--- src/fptc_pkg.sv ---
`default_nettype none

package fptc_pkg;

	// ------------------------------------------------------------
	// memory map of the processor bus
	// ------------------------------------------------------------
	localparam logic [31:0] SRAM_BASE   = 32'h2000_0000; // sram window start
	localparam logic [31:0] SRAM_BYTES  = 32'h0000_8000; // 32 kb of sram
	localparam logic [31:0] BB_BASE     = 32'h2200_0000; // bit alias window start
	localparam logic [31:0] BB_SPAN     = 32'h0010_0000; // sram bytes times 32
	localparam logic [31:0] FLASH_BYTES = 32'h0001_8000; // 96 kb of flash
	localparam int          BB_BYTE_SH  = 5;             // alias bytes per sram byte, log2 of 32
	localparam int          BB_BIT_SH   = 2;             // alias bytes per bit, log2 of 4
	localparam int          PROT_SH     = 11;            // 2 kb protection block
	localparam int          ERASE_SH    = 10;            // 1 kb erase block
	localparam int          PROT_BITS   = 48;            // flash bytes / 2 kb

	// ------------------------------------------------------------
	// register offsets, byte addresses
	// ------------------------------------------------------------
	localparam logic [7:0] OFS_TARGET = 8'h00; // flash_target_address
	localparam logic [7:0] OFS_DATA   = 8'h04; // program data word
	localparam logic [7:0] OFS_CTRL   = 8'h08; // flash_control
	localparam logic [7:0] OFS_RAW    = 8'h0C; // flash_raw_int_status
	localparam logic [7:0] OFS_MASK   = 8'h10; // flash_int_mask
	localparam logic [7:0] OFS_MISC   = 8'h14; // masked status, write one clears
	localparam logic [7:0] OFS_USEC   = 8'h18; // usec_reload
	localparam logic [7:0] OFS_RD0    = 8'h20; // read_enable_bits low word
	localparam logic [7:0] OFS_RD1    = 8'h24; // read_enable_bits high half
	localparam logic [7:0] OFS_PG0    = 8'h28; // program_enable_bits low word
	localparam logic [7:0] OFS_PG1    = 8'h2C; // program_enable_bits high half

	// ------------------------------------------------------------
	// fields and reset values
	// ------------------------------------------------------------
	localparam logic [15:0] CTRL_KEY    = 16'hA442; // write key in bits 31:16
	localparam int          CTRL_WRITE  = 0;        // program one word
	localparam int          CTRL_ERASE  = 1;        // erase one 1 kb block
	localparam int          CTRL_COMMIT = 3;        // commit_bit
	localparam int          INT_ACCESS  = 0;        // access_int_mask position
	localparam int          INT_PROG    = 1;        // programming complete
	localparam logic [7:0]  USEC_RESET  = 8'h18;    // fits the fastest clock
	localparam logic [47:0] PROT_RESET  = 48'hFFFF_FFFF_FFFF;
	localparam logic [1:0]  SEL_RD0     = 2'h0;     // commit selectors
	localparam logic [1:0]  SEL_PG0     = 2'h1;
	localparam logic [1:0]  SEL_RD1     = 2'h2;
	localparam logic [1:0]  SEL_PG1     = 2'h3;

	// ------------------------------------------------------------
	// carriers
	// ------------------------------------------------------------
	typedef struct packed {
		logic        valid; // request present
		logic        write; // store, else load
		logic        fetch; // instruction fetch
		logic [31:0] addr;  // byte address, word aligned
		logic [31:0] wdata; // store data
	} fptc_bus_req_s;

	typedef struct packed {
		logic        done;  // one cycle answer
		logic        fault; // bus fault with done
		logic [31:0] rdata; // load data with done
	} fptc_bus_rsp_s;

	typedef struct packed {
		logic        we;    // write word
		logic [12:0] addr;  // word index
		logic [31:0] wdata; // word to store
	} fptc_sram_s;

	typedef struct packed {
		logic        prog;  // program pulse, level
		logic        erase; // erase pulse, level
		logic [14:0] addr;  // word index
		logic [31:0] wdata; // word to program
	} fptc_flash_s;

	typedef struct packed {
		logic        commit; // one cycle commit strobe
		logic [1:0]  sel;    // which protection word
		logic [31:0] data;   // value made permanent
	} fptc_nv_s;

endpackage : fptc_pkg

`default_nettype wire

--- src/fptc_bitband.sv ---
`default_nettype none

// alias address to sram word index and bit number
module fptc_bitband (
	// alias side
	input  wire logic [31:0] addr,
	// decoded target
	output logic             hit,
	output logic [12:0]      word,
	output logic [4:0]       bitn
);

	logic [31:0] off;      // offset into alias window
	logic [31:0] byte_off; // sram byte offset

	// ------------------------------------------------------------
	// alias = base + byte * 32 + bit * 4
	// ------------------------------------------------------------
	always_comb begin
		off      = addr - fptc_pkg::BB_BASE;
		byte_off = off >> fptc_pkg::BB_BYTE_SH;
		hit      = (addr >= fptc_pkg::BB_BASE) && (off < fptc_pkg::BB_SPAN);
		word     = byte_off[14:2];
		bitn     = {byte_off[1:0], off[fptc_pkg::BB_BYTE_SH-1:fptc_pkg::BB_BIT_SH]};
	end

endmodule : fptc_bitband

`default_nettype wire

--- src/fptc_usec_tick.sv ---
`default_nettype none

// one pulse per microsecond while run is high
module fptc_usec_tick (
	// clock and reset
	input  wire logic       clk,
	input  wire logic       rst_n,
	// control
	input  wire logic       run,
	input  wire logic [7:0] reload,
	// output
	output logic            tick
);

	typedef struct packed {
		logic [7:0] cnt; // cycles left in this microsecond
	} fptc_tick_s;

	fptc_tick_s q, d;

	// ------------------------------------------------------------
	// reload holds cycles per microsecond minus one
	// ------------------------------------------------------------
	always_comb begin
		d    = q;
		tick = run && (q.cnt == 8'h00);
		if (!run) begin
			d.cnt = reload; // restart aligned to the operation
		end else if (q.cnt == 8'h00) begin
			d.cnt = reload;
		end else begin
			d.cnt = q.cnt - 8'h01;
		end
	end

	// ------------------------------------------------------------
	// state register
	// ------------------------------------------------------------
	always_ff @(posedge clk or negedge rst_n) begin
		if (!rst_n) begin
			q <= '0;
		end else begin
			q <= d;
		end
	end

endmodule : fptc_usec_tick

`default_nettype wire

--- src/fptc_top.sv ---
`default_nettype none

module fptc_top #(
	parameter int PROG_US  = 20,  // program time in microseconds
	parameter int ERASE_US = 250  // erase time in microseconds
) (
	// clock and reset
	input  wire logic                    MCLK,
	input  wire logic                    RSTN,
	// register port
	input  wire logic [7:0]              REG_ADDR,
	input  wire logic [31:0]             REG_WDATA,
	input  wire logic                    REG_WR,
	input  wire logic                    REG_RD,
	output logic [31:0]                  REG_RDATA,
	// processor bus
	input  wire fptc_pkg::fptc_bus_req_s BUS_REQ,
	output logic                         BUS_READY,
	output fptc_pkg::fptc_bus_rsp_s      BUS_RSP,
	// sram array
	output fptc_pkg::fptc_sram_s         SRAM_OUT,
	input  wire logic [31:0]             SRAM_RDATA,
	// flash array
	output fptc_pkg::fptc_flash_s        FLASH_OUT,
	input  wire logic [31:0]             FLASH_RDATA,
	// nonvolatile protection image
	input  wire logic [47:0]             NV_RD_EN,
	input  wire logic [47:0]             NV_PG_EN,
	output fptc_pkg::fptc_nv_s           NV_OUT,
	// interrupt
	output logic                         FLASH_IRQ
);

	// ------------------------------------------------------------
	// state machine and state record
	// ------------------------------------------------------------
	typedef enum logic [2:0] {
		ST_IDLE    = 3'h0, // waiting
		ST_SRAM_RD = 3'h1, // sram word read
		ST_BB_RD   = 3'h2, // alias read, maybe modify
		ST_FL_RD   = 3'h3, // flash read or fetch
		ST_PG_RD   = 3'h4, // fetch old word before program
		ST_OP      = 3'h5  // timed program or erase
	} fptc_st_e;

	typedef struct packed {
		fptc_st_e                st;        // controller state
		logic                    loaded;    // nv image taken
		logic [31:0]             target;    // flash_target_address
		logic [31:0]             pdata;     // program data
		logic [3:0]              ctrl;      // flash_control bits
		logic [1:0]              raw;       // flash_raw_int_status
		logic [1:0]              mask;      // flash_int_mask
		logic [7:0]              usec;      // usec_reload
		logic [47:0]             rd_en;     // read_enable_bits
		logic [47:0]             pg_en;     // program_enable_bits
		logic [15:0]             us_left;   // microseconds left
		logic                    bb_wr;     // alias store pending
		logic                    bb_val;    // alias store value
		logic [4:0]              bb_bit;    // alias bit number
		logic [31:0]             reg_rdata; // register read data
		fptc_pkg::fptc_bus_rsp_s rsp;       // bus answer
		fptc_pkg::fptc_sram_s    sram;      // sram drive
		fptc_pkg::fptc_flash_s   flash;     // flash drive
		fptc_pkg::fptc_nv_s      nv;        // commit drive
	} fptc_state_s;

	fptc_state_s q, d;

	logic        bb_hit;  // alias window hit
	logic [12:0] bb_word; // alias target word
	logic [4:0]  bb_bitn; // alias target bit
	logic        us_tick; // one microsecond passed

	// ------------------------------------------------------------
	// helpers
	// ------------------------------------------------------------
	fptc_bitband u_bitband (
		.addr (BUS_REQ.addr),
		.hit  (bb_hit),
		.word (bb_word),
		.bitn (bb_bitn)
	);

	// runs only while an operation is being timed
	fptc_usec_tick u_tick (
		.clk    (MCLK),
		.rst_n  (RSTN),
		.run    (q.st == ST_OP),
		.reload (q.usec),
		.tick   (us_tick)
	);

	// ------------------------------------------------------------
	// outputs
	// ------------------------------------------------------------
	// bus waits while busy or while a flash operation is queued
	assign BUS_READY = (q.st == ST_IDLE) && q.loaded && (q.ctrl == 4'h0);
	assign BUS_RSP   = q.rsp;
	assign SRAM_OUT  = q.sram;
	assign FLASH_OUT = q.flash;
	assign NV_OUT    = q.nv;
	assign REG_RDATA = q.reg_rdata;
	assign FLASH_IRQ = |(q.raw & q.mask);

	// ------------------------------------------------------------
	// next state
	// ------------------------------------------------------------
	always_comb begin
		logic [5:0]  pidx;   // protection index of target
		logic [5:0]  bidx;   // protection index of bus address
		logic        in_fl;  // target inside flash
		logic        b_fl;   // bus address inside flash
		logic        b_sram; // bus address inside sram
		logic [31:0] word;   // alias work word
		pidx   = q.target[fptc_pkg::PROT_SH+5:fptc_pkg::PROT_SH];
		bidx   = BUS_REQ.addr[fptc_pkg::PROT_SH+5:fptc_pkg::PROT_SH];
		in_fl  = q.target < fptc_pkg::FLASH_BYTES;
		b_fl   = BUS_REQ.addr < fptc_pkg::FLASH_BYTES;
		b_sram = (BUS_REQ.addr >= fptc_pkg::SRAM_BASE)
			&& (BUS_REQ.addr - fptc_pkg::SRAM_BASE < fptc_pkg::SRAM_BYTES);
		word   = SRAM_RDATA;
		d           = q;
		d.rsp.done  = 1'b0;
		d.rsp.fault = 1'b0;
		d.sram.we   = 1'b0;
		d.nv.commit = 1'b0;

		// register reads, answered next cycle
		if (REG_RD) begin
			unique case (REG_ADDR)
				fptc_pkg::OFS_TARGET: d.reg_rdata = q.target;
				fptc_pkg::OFS_DATA:   d.reg_rdata = q.pdata;
				fptc_pkg::OFS_CTRL:   d.reg_rdata = {28'h0, q.ctrl};
				fptc_pkg::OFS_RAW:    d.reg_rdata = {30'h0, q.raw};
				fptc_pkg::OFS_MASK:   d.reg_rdata = {30'h0, q.mask};
				fptc_pkg::OFS_MISC:   d.reg_rdata = {30'h0, q.raw & q.mask};
				fptc_pkg::OFS_USEC:   d.reg_rdata = {24'h0, q.usec};
				fptc_pkg::OFS_RD0:    d.reg_rdata = q.rd_en[31:0];
				fptc_pkg::OFS_RD1:    d.reg_rdata = {16'h0, q.rd_en[47:32]};
				fptc_pkg::OFS_PG0:    d.reg_rdata = q.pg_en[31:0];
				fptc_pkg::OFS_PG1:    d.reg_rdata = {16'h0, q.pg_en[47:32]};
				default:              d.reg_rdata = 32'h0;                    // unmapped reads zero
			endcase
		end

		// register writes; hardware events below win over them
		if (REG_WR) begin
			unique case (REG_ADDR)
				fptc_pkg::OFS_TARGET: d.target = REG_WDATA;
				fptc_pkg::OFS_DATA:   d.pdata  = REG_WDATA;
				fptc_pkg::OFS_CTRL: begin
					// without the key the write is dropped
					if (REG_WDATA[31:16] == fptc_pkg::CTRL_KEY) begin
						d.ctrl = q.ctrl | REG_WDATA[3:0];
					end
				end
				fptc_pkg::OFS_MASK: d.mask = REG_WDATA[1:0];
				fptc_pkg::OFS_MISC: d.raw  = q.raw & ~REG_WDATA[1:0];
				fptc_pkg::OFS_USEC: d.usec = REG_WDATA[7:0];
				// protection bits can only go from one to zero
				fptc_pkg::OFS_RD0:  d.rd_en[31:0]  = q.rd_en[31:0] & REG_WDATA;
				fptc_pkg::OFS_RD1:  d.rd_en[47:32] = q.rd_en[47:32] & REG_WDATA[15:0];
				fptc_pkg::OFS_PG0:  d.pg_en[31:0]  = q.pg_en[31:0] & REG_WDATA;
				fptc_pkg::OFS_PG1:  d.pg_en[47:32] = q.pg_en[47:32] & REG_WDATA[15:0];
				default: ;                                                          // ignored
			endcase
		end

		unique case (q.st)
			ST_IDLE: begin
				if (!q.loaded) begin
					// committed image replaces the all-ones reset value
					d.loaded = 1'b1;
					d.rd_en  = NV_RD_EN;
					d.pg_en  = NV_PG_EN;
				end else if (q.ctrl[fptc_pkg::CTRL_COMMIT]) begin
					// commit one protection word, others are ignored
					d.ctrl[fptc_pkg::CTRL_COMMIT] = 1'b0;
					if (q.target[31:2] == 30'h0) begin
						d.nv.commit = 1'b1;
						d.nv.sel    = q.target[1:0];
						unique case (q.target[1:0])
							fptc_pkg::SEL_RD0: d.nv.data = q.rd_en[31:0];
							fptc_pkg::SEL_PG0: d.nv.data = q.pg_en[31:0];
							fptc_pkg::SEL_RD1: d.nv.data = {16'h0, q.rd_en[47:32]};
							fptc_pkg::SEL_PG1: d.nv.data = {16'h0, q.pg_en[47:32]};
						endcase
					end
				end else if (q.ctrl[fptc_pkg::CTRL_WRITE] || q.ctrl[fptc_pkg::CTRL_ERASE]) begin
					if (!in_fl || !q.pg_en[pidx]) begin
						// refused: no array drive, no complete flag
						d.raw[fptc_pkg::INT_ACCESS] = 1'b1;
						d.ctrl[fptc_pkg::CTRL_WRITE] = 1'b0;
						d.ctrl[fptc_pkg::CTRL_ERASE] = 1'b0;
					end else if (q.ctrl[fptc_pkg::CTRL_WRITE]) begin
						d.flash.addr = q.target[16:2];
						d.us_left    = 16'(PROG_US);
						d.st         = ST_PG_RD;
					end else begin
						// erase address rounds down to its 1 kb block
						d.flash.addr  = {q.target[16:fptc_pkg::ERASE_SH], 8'h00};
						d.flash.erase = 1'b1;
						d.us_left     = 16'(ERASE_US);
						d.st          = ST_OP;
					end
				end else if (BUS_REQ.valid) begin
					if (b_fl) begin
						if (BUS_REQ.write) begin
							// flash changes only through the controller
							d.rsp.done  = 1'b1;
							d.rsp.fault = 1'b1;
						end else if (!BUS_REQ.fetch && !q.rd_en[bidx]) begin
							d.rsp.done  = 1'b1;
							d.rsp.fault = 1'b1;
						end else begin
							d.flash.addr = BUS_REQ.addr[16:2];
							d.st         = ST_FL_RD;
						end
					end else if (b_sram) begin
						d.sram.addr = BUS_REQ.addr[14:2];
						if (BUS_REQ.write) begin
							d.sram.we    = 1'b1;
							d.sram.wdata = BUS_REQ.wdata;
							d.rsp.done   = 1'b1;
						end else begin
							d.st = ST_SRAM_RD;
						end
					end else if (bb_hit) begin
						// bus stays held until the alias access ends
						d.sram.addr = bb_word;
						d.bb_wr     = BUS_REQ.write;
						d.bb_val    = BUS_REQ.wdata[0];
						d.bb_bit    = bb_bitn;
						d.st        = ST_BB_RD;
					end else begin
						d.rsp.done  = 1'b1; // nothing mapped here
						d.rsp.fault = 1'b1;
					end
				end
			end
			ST_SRAM_RD: begin
				d.rsp.done  = 1'b1;
				d.rsp.rdata = SRAM_RDATA;
				d.st        = ST_IDLE;
			end
			ST_BB_RD: begin
				// read and, for a store, write back in one held access
				if (q.bb_wr) begin
					word[q.bb_bit] = q.bb_val;
					d.sram.we      = 1'b1;
					d.sram.wdata   = word;
					d.rsp.rdata    = 32'h0;
				end else begin
					d.rsp.rdata = {31'h0, SRAM_RDATA[q.bb_bit]};
				end
				d.rsp.done = 1'b1;
				d.st       = ST_IDLE;
			end
			ST_FL_RD: begin
				d.rsp.done  = 1'b1;
				d.rsp.rdata = FLASH_RDATA;
				d.st        = ST_IDLE;
			end
			ST_PG_RD: begin
				// and with the old word so no zero turns into one
				d.flash.wdata = FLASH_RDATA & q.pdata;
				d.flash.prog  = 1'b1;
				d.st          = ST_OP;
			end
			ST_OP: begin
				// pulse length counted in microseconds
				if (us_tick) begin
					if (q.us_left <= 16'h0001) begin
						d.flash.prog  = 1'b0;
						d.flash.erase = 1'b0;
						d.ctrl[fptc_pkg::CTRL_WRITE] = 1'b0;
						d.ctrl[fptc_pkg::CTRL_ERASE] = 1'b0;
						d.raw[fptc_pkg::INT_PROG]    = 1'b1;
						d.st = ST_IDLE;
					end else begin
						d.us_left = q.us_left - 16'h0001;
					end
				end
			end
			default: d.st = ST_IDLE; // unused codes recover
		endcase
	end

	// ------------------------------------------------------------
	// state register
	// ------------------------------------------------------------
	always_ff @(posedge MCLK or negedge RSTN) begin
		if (!RSTN) begin
			q       <= '0;
			q.usec  <= fptc_pkg::USEC_RESET;
			q.rd_en <= fptc_pkg::PROT_RESET;
			q.pg_en <= fptc_pkg::PROT_RESET;
		end else begin
			q <= d;
		end
	end

endmodule : fptc_top

`default_nettype wire

--- config.mk ---
export PLATFORM = sky130hd
export DESIGN_NAME = fptc_top
export DESIGN_NICKNAME = d
export VERILOG_FILES = /design/src/fptc_pkg.sv /design/src/fptc_bitband.sv /design/src/fptc_usec_tick.sv /design/src/fptc_top.sv
export SDC_FILE = /design/constraint.sdc
export NUM_CORES = 1
export LEC_CHECK = 0
export BUFFER_PORTS_ARGS = -buffer_cell sky130_fd_sc_hd__buf_2
export CAP_MARGIN = 15
export CORE_MARGIN = 4
export CORE_UTILIZATION = 45
export CTS_BUF_LIST = sky130_fd_sc_hd__clkbuf_16
export DETAILED_ROUTE_END_ITERATION = 6
export PLACE_DENSITY_LB_ADDON = 0.12
export SLEW_MARGIN = 10
export SYNTH_ARGS = -nofsm -noshare
export SYNTH_HDL_FRONTEND = slang
export SYNTH_HIERARCHICAL = 1
export SYNTH_SLANG_ARGS = --single-unit
--- constraint.sdc ---
create_clock -name MCLK -period 6.8 [get_ports MCLK]
set_clock_uncertainty 0.15 [all_clocks]
set_input_delay 0.68 -clock MCLK [delete_from_list [all_inputs] [get_ports MCLK]]
set_output_delay 0.68 -clock MCLK [all_outputs]
set_load 0.01 [all_outputs]
==> flow_metrics.env, run 1 <==
export IMPL_synth_sequential_area_ratio_pct=46.0
export IMPL_gp_congestion=0.924
export IMPL_swShare_pct=26.3
export IMPL_vias=18967
export IMPL_fin_tns_setup_ns=0
export IMPL_failed_checks="design-rule violations"
export IMPL_rsz0062_at_grt="false"
export IMPL_grt_usage_pct=28.4
export IMPL_max_freq_ghz=0.262
export IMPL_cts_root_buffer="clkbuf_16"
export IMPL_hp_class="in -> reg"
export IMPL_setup_violations=0
export IMPL_overflow=0
export IMPL_cts_setup_buffers=0
export IMPL_dieArea_um2=53400
export IMPL_numCtsBuffers=46
export IMPL_drc_errors=1
export IMPL_slew_headroom_pct=23.3
export IMPL_layout_commonest_cell="buf_2"
export IMPL_layout_common_cells="465 x buf_2, 353 x nand2_1, 329 x o21ai_0"
export IMPL_status="complete, but fails checks"
export IMPL_p_switching_w=0.00147
export IMPL_tightest_slew_ns=1.15
export IMPL_place_ws_ns=2.85
export IMPL_cts_tree="built"
export IMPL_grt_start_max_net_pins=171
export IMPL_row_count=81
export IMPL_grt_pass1_vias=18531
export IMPL_vias_per_cell=5.87
export IMPL_setup_ws_ns=2.99
export IMPL_drv_slew=0
export IMPL_drtPass1Iterations=7
export IMPL_wirelength_um=78600
export IMPL_ant_nets=0
export IMPL_cp_max_fo=39
export IMPL_synth_distinct_cells=73
export IMPL_grt_pass1_wl_um=117000
export IMPL_clockPowerShare_pct=42.8
export IMPL_drtIter0Drc=2335
export IMPL_yosysWarnings=6
export IMPL_comb_power_share_pct=9.6
export IMPL_ctsResizeCount=0
export IMPL_leakagePower_nw=11.2
export IMPL_fin_crit_sh_pct=56.0
export IMPL_clock_latency_ns=0.59
export IMPL_ys_async_sr_fraction_pct=100
export IMPL_area_delta_synth_final_pct=11.8
export IMPL_endpoint_kind="register"
export IMPL_nets=2803
export IMPL_cts_htree_levels=2
export IMPL_start_util_pct=45.6
export IMPL_p_int_w=0.00411
export IMPL_clk_path_buf_depth=3
export IMPL_power_w=0.00557
export IMPL_clkTransAtPathRegs_ns=0.06
export IMPL_wl_per_cell_um=24.3
export IMPL_synthesis_area_um2=22400
export IMPL_ir_drop_v=0.000186
export IMPL_synthesis_nets=2627
export IMPL_cp_arrival_ns=4.11
export IMPL_synth_seq_cells=407
export IMPL_ios=469
export IMPL_synth_edf_count=0
export IMPL_max_cap_violations=0
export IMPL_cp_start_kind="register"
export IMPL_clkSinkCount=407
export IMPL_layout_min_cycle_time_ns=3.81
export IMPL_hold_violations=0
export IMPL_cts_hold_buf=1
export IMPL_syn_mean_instance_area_um2=9.53
export IMPL_antenna_found_initial=2
export IMPL_crit_required_ns=7.10
export IMPL_dpl_hpwl_um=58200
export IMPL_ys_flop_type="dfrtp_1"
export IMPL_portBuffers=466
export IMPL_fp_coreArea_um2=49100
export IMPL_fillers=4650
export IMPL_powerDensity_nw_per_um2=223
export IMPL_fp_dieH_um=231
export IMPL_fp_dieW_um=231
export IMPL_drive_above_1_share_pct=31.7
export IMPL_p_seq_share_pct=47.6
export IMPL_crit_type="reg -> reg"
export IMPL_synthCells=2350
[power groups by stage]
stage / Clock, W / Sequential (W) / Combinational [W]
4_1_cts: 0.00244 / 0.00265 / 0.000537
3_5_place_dp: 0 / 0.00269 / 0.000534
3_3_place_gp: 0 / 0.00269 / 0.000527
5_1_grt: 0.00253 / 0.00266 / 0.000587
2_1_floorplan: 0 / 0.00263 / 0.000321
6_report: 0.00238 / 0.00266 / 0.000536
[kinds of logic (layout without fill, tap and decap cells)]
group,after synthesis,after routing,share of synthesized area (%)
fa+ha+maj,6,6,0.335
compound gates,659,659,17.5
xor+xnor,7,7,0.274
flops,407,407,46.0
simple gates,678,678,13.7
mux,207,207,11.8
buf+inv,386,600,10.4
other cells,0,2,0
[worst paths after layout]
kind | start | to | slack [ns] | cells past startpoint
setup / recovery | q[398] | q[206] | 2.99 | 11
hold / removal | NV_RD_EN[41] | q[308] | 0.15 | 3
setup reg to reg | q[398] | q[206] | 2.99 | 11
hold reg to reg | NV_OUT[7] | NV_OUT[7] | 0.32 | 2
max in group asynchronous | RSTN | q[339] | 4.37 | 3
min in group asynchronous | RSTN | FLASH_OUT[11] | 0.54 | 2
[critical path, stage by stage (launching register included)]
cell,delay (ns)
dfrtp_1,0.32
buf_4,0.43
nand2_1,0.08
or2_2,0.44
inv_1,0.43
nor4b_1,0.52
nand2_1,0.14
nor2_1,0.41
a21oi_1,0.27
buf_6,0.24
o21ai_0,0.15
o21ai_0,0.10
[cell usage after synthesis (5+ instances only)]
| library cell | number | share of area, % |
|---|---|---|
| nor2_1 | 112 | 1.9 |
| nor3_1 | 32 | 0.72 |
| or2_2 | 6 | 0.17 |
| nor4b_1 | 5 | 0.20 |
| o21ai_0 | 329 | 7.4 |
| mux4_2 | 32 | 3.2 |
| inv_1 | 18 | 0.30 |
| mux2_4 | 10 | 0.67 |
| a22o_1 | 12 | 0.47 |
| xnor2_1 | 5 | 0.20 |
| nand2b_1 | 27 | 0.75 |
| a31oi_1 | 36 | 1.0 |
| mux2_2 | 92 | 4.6 |
| nand3_1 | 41 | 0.92 |
| a22oi_1 | 53 | 1.8 |
| nand2_1 | 354 | 5.9 |
| nor3b_1 | 6 | 0.20 |
| a21o_1 | 19 | 0.64 |
| buf_2 | 11 | 0.25 |
| nand3b_1 | 5 | 0.17 |
| or4_1 | 7 | 0.23 |
| nand4_1 | 5 | 0.14 |
| nor4_1 | 13 | 0.36 |
| or3_1 | 6 | 0.17 |
| dfrtp_1 | 309 | 35 |
| and2_1 | 5 | 0.14 |
| nor2b_1 | 39 | 1.1 |
| buf_1 | 13 | 0.22 |
| clkbuf_1 | 125 | 2.1 |
| ha_1 | 6 | 0.34 |
| a221oi_1 | 6 | 0.23 |
| buf_4 | 215 | 7.2 |
| dfstp_2 | 98 | 12 |
| mux2i_1 | 73 | 3.3 |
| a21oi_1 | 135 | 3.0 |
| a222oi_1 | 38 | 1.7 |
[layout make-up]
class                      count  area, um^2  area share (%)
sequential                   407       10300            41.2
multi-input combinational   1557        9810            39.2
timing repair buffer         496        2590            10.3
clock buffer                  46        1150            4.60
tap                          664         831            3.32
clock inverter                40         265            1.06
inverter                      18        67.6           0.270
antenna                        2        5.00          0.0200
[stage by stage]
stage / hold WS [ns] / cells / instance area [um^2] / util (%)
global route: 0.140 / 3230 / 25000 / 51.0
detailed placement: 0.304 / 3141 / 23600 / 48.1
floorplan: 0.234 / 2350 / 22400 / -
CTS: 0.120 / 3228 / 25000 / 51.0
finish: 0.150 / 3230 / 25000 / 51.0
global placement: 0.301 / 3140 / 23600 / 48.1
[metal layers]
layer	part of all wire [%]	GRT usage, %	vias to the layer above
met4	2.8	7.65	0
met2	45	43.6	958
met5	0	0	-
met1	44	41.5	9344
met3	8.7	5.60	131
li1	-	-	8534
[registers in the layout, indices dropped and copies added (netlist names)]
name,cells
BUS_RSP,34
FLASH_OUT,49
NV_OUT,35
REG_RDATA,32
SRAM_OUT,46
q,203
u_tick/q,8
Power figures use the tool's default switching activity.
==> inputs of run 2 (changes only) <==
- ABC_AREA: unset -> 1
- clock period: 6.8 -> 3.33 ns (I/O delays scaled with it)
==> run 2 against run 1 <==
The run now ends clean. Combinational power increased to 3.3 times the previous value. Worst hold slack lost 0.13 ns. Cell count up 32%. Via count is 26% higher. Register-to-register slack worse by 2.5 ns. Worst setup slack worse by 2.6 ns. Sequential cell count is the same. Global-route usage grew 3.7 points.
==> flow_metrics.env, run 2 <==
export IMPL_overflow=0
export IMPL_ant_nets=0
export IMPL_drtIter0Drc=2515
export IMPL_crit_type="reg -> out"
export IMPL_cts_tree="built"
export IMPL_fp_dieW_um=238
export IMPL_nets=3802
export IMPL_cp_max_fo=11
export IMPL_antenna_found_initial=3
export IMPL_synthCells=3076
export IMPL_synth_top_area_share_pct=32.4
export IMPL_start_util_pct=45.4
export IMPL_dieArea_um2=56700
export IMPL_synthesis_area_um2=23800
export IMPL_slew_headroom_pct=27.9
export IMPL_area_delta_synth_final_pct=22.6
export IMPL_power_w=0.0123
export IMPL_netlist_top_cells_area="dfrtp_1 32%, nand2_1 12%, dfstp_2 11%"
export IMPL_wirelength_um=95000
export IMPL_drc_errors=0
export IMPL_fillers=4987
export IMPL_ir_drop_v=0.000374
export IMPL_ctsResizeCount=0
export IMPL_max_cap_violations=0
export IMPL_wl_per_cell_um=22.4
export IMPL_clkTransAtPathRegs_ns=0.06
export IMPL_postLayoutCoreUtil_pct=55.7
export IMPL_clkSinkCount=407
export IMPL_ios=469
export IMPL_layout_commonest_cell="nand2_1"
export IMPL_synth_commonest_cells="766 x nand2_1, 318 x inv_1, 309 x dfrtp_1"
export IMPL_fin_crit_sh_pct=88.2
export IMPL_yosysWarnings=6
export IMPL_portBuffers=466
export IMPL_synth_distinct_cells=54
export IMPL_vias=23944
export IMPL_leakagePower_nw=14.5
export IMPL_powerDensity_nw_per_um2=421
export IMPL_drtPass1Iterations=5
export IMPL_rsz0062_at_grt="false"
export IMPL_endpoint_kind="primary output"
export IMPL_cts_htree_levels=2
export IMPL_cts_setup_buffers=0
export IMPL_regMostFlops="q"
export IMPL_numCtsBuffers=47
export IMPL_reg2reg_from="q[374]"
export IMPL_grt_pass1_vias=22913
export IMPL_hp_class="in -> reg"
export IMPL_row_count=84
export IMPL_max_freq_ghz=0.341
export IMPL_synth_seq_cells=407
export IMPL_clock_latency_ns=0.60
export IMPL_largest_reg_flops=203
export IMPL_drive_above_1_share_pct=21.1
export IMPL_startpoint="q[397]"
export IMPL_setup_violations=0
export IMPL_cp_arrival_ns=2.45
export IMPL_tightest_slew_ns=1.07
export IMPL_cts_hold_buf=255
export IMPL_ys_flop_type="dfrtp_1"
export IMPL_finalInstanceArea_um2=29200
export IMPL_gp_congestion=0.989
export IMPL_cts_root_buffer="clkbuf_16"
export IMPL_fin_tns_setup_ns=0
export IMPL_crit_required_ns=2.85
export IMPL_syn_mean_instance_area_um2=7.75
export IMPL_post_dp_cell_area_um2=25200
export IMPL_synth_most_common_cell="nand2_1"
export IMPL_clk_path_buf_depth=3
export IMPL_grt_pass1_wl_um=142000
export IMPL_layout_min_cycle_time_ns=2.94
export IMPL_drv_slew=0
export IMPL_vias_per_cell=5.63
export IMPL_synth_sequential_area_ratio_pct=43.2
export IMPL_cp_start_kind="register"
export IMPL_fp_dieH_um=238
export IMPL_layout_common_cells="765 x nand2_1, 465 x buf_2, 325 x inv_1"
export IMPL_min_delay_start="BUS_REQ[14]"
export IMPL_fp_coreArea_um2=52400
export IMPL_dpl_hpwl_um=69500
export IMPL_synthesis_nets=3353
export IMPL_synth_edf_count=0
export IMPL_grt_start_max_net_pins=97
export IMPL_status="finished clean"
export IMPL_grt_usage_pct=32.2
export IMPL_yosysTopAreaCell="dfrtp_1"
export IMPL_hold_violations=0
export IMPL_ys_async_sr_fraction_pct=100
-- run 2: cell types whose count changed after synthesis, sizes merged, moves of 39 or more --
| cell | delta |
|---|---|
| a22oi | -41 |
| inv | +312 |
| mux2 | -97 |
| mux2i | -47 |
| nand2 | +417 |
| nand3 | +210 |
| nand4 | +51 |
| nor2b | -39 |
| o211ai | +73 |
| o21ai | -53 |
| o22ai | +52 |
-- run 2: path summary, 6_finish.rpt --
kind,to,slack [ns],depth (start not counted)
max in group asynchronous,q[312],1.93,3
min in group asynchronous,FLASH_OUT[40],0.16,2
max reg2reg,q[218],0.45,14
min reg2reg,FLASH_OUT[1],0.32,2
max,BUS_READY,0.39,7
min,SRAM_OUT[14],0.02,5
-- run 2: kinds of logic (layout without fill, tap and decap cells) --
group                    after synthesis  count (layout)  synth area share [%]
multiplexers                          31              31                  1.33
flip-flops                           407             407                  43.2
buffers and inverters                716            1200                  15.4
XOR/XNOR                               7               7                 0.257
other                                  0               2                     0
AND/OR/NAND/NOR                     1264            1264                  22.7
adder cells (fa/ha/maj)                6               6                 0.315
AO/OA/AOI/OAI                        645             645                  16.7
-- run 2: area by class of cell --
class | instances | area (um^2) | share of cell area [%]
Sequential cell | 407 | 10300 | 35.3
Multi-Input combinational cell | 1953 | 9860 | 33.7
Timing Repair Buffer | 785 | 5480 | 18.7
Inverter | 331 | 1250 | 4.27
Clock buffer | 48 | 1200 | 4.11
Tap cell | 688 | 861 | 2.95
Clock inverter | 36 | 273 | 0.933
Antenna cell | 2 | 5.00 | 0.0171
-- run 2: layer usage --
metal  part of all wire, %  vias to the layer above  routed length [um]  global-route usage [%]
met5                 0.017                        -                  16                       0
met4                   4.0                        2                3810                    11.1
met3                   8.6                      200                8210                    5.25
met2                    45                     1281               42600                    50.1
met1                    43                    11472               40400                    45.8
li1                      -                    10989                   -                       -
-- run 2: per-stage QoR --
step,hold WS (ns),worst slack (ns),cells
finish,0.0196,0.394,4250
global route,0.0244,0.227,4250
CTS,0.000105,0.377,4248
detailed placement,0.209,0.494,3909
global placement,0.206,0.521,3909
floorplan,-0.113,0.834,3076
-- run 2: power by group --
part / internal [W] / switching, W / leakage (nW) / total (W)
clock network: 0.00291 / 0.00215 / 0.744 / 0.00506
registers: 0.00523 / 0.000230 / 4.82 / 0.00546
logic: 0.000738 / 0.00105 / 8.90 / 0.00179
total: 0.00888 / 0.00343 / 14.5 / 0.0123
-- run 2: worst max-delay path, cell delays in order (launching register included) --
cell and delay, ns:
dfrtp_1 0.55, nor2_4 0.22, inv_2 0.08, nor2_4 0.28, inv_2 0.16, nor4_1 0.23, buf_4 0.20, buf_2 0.13
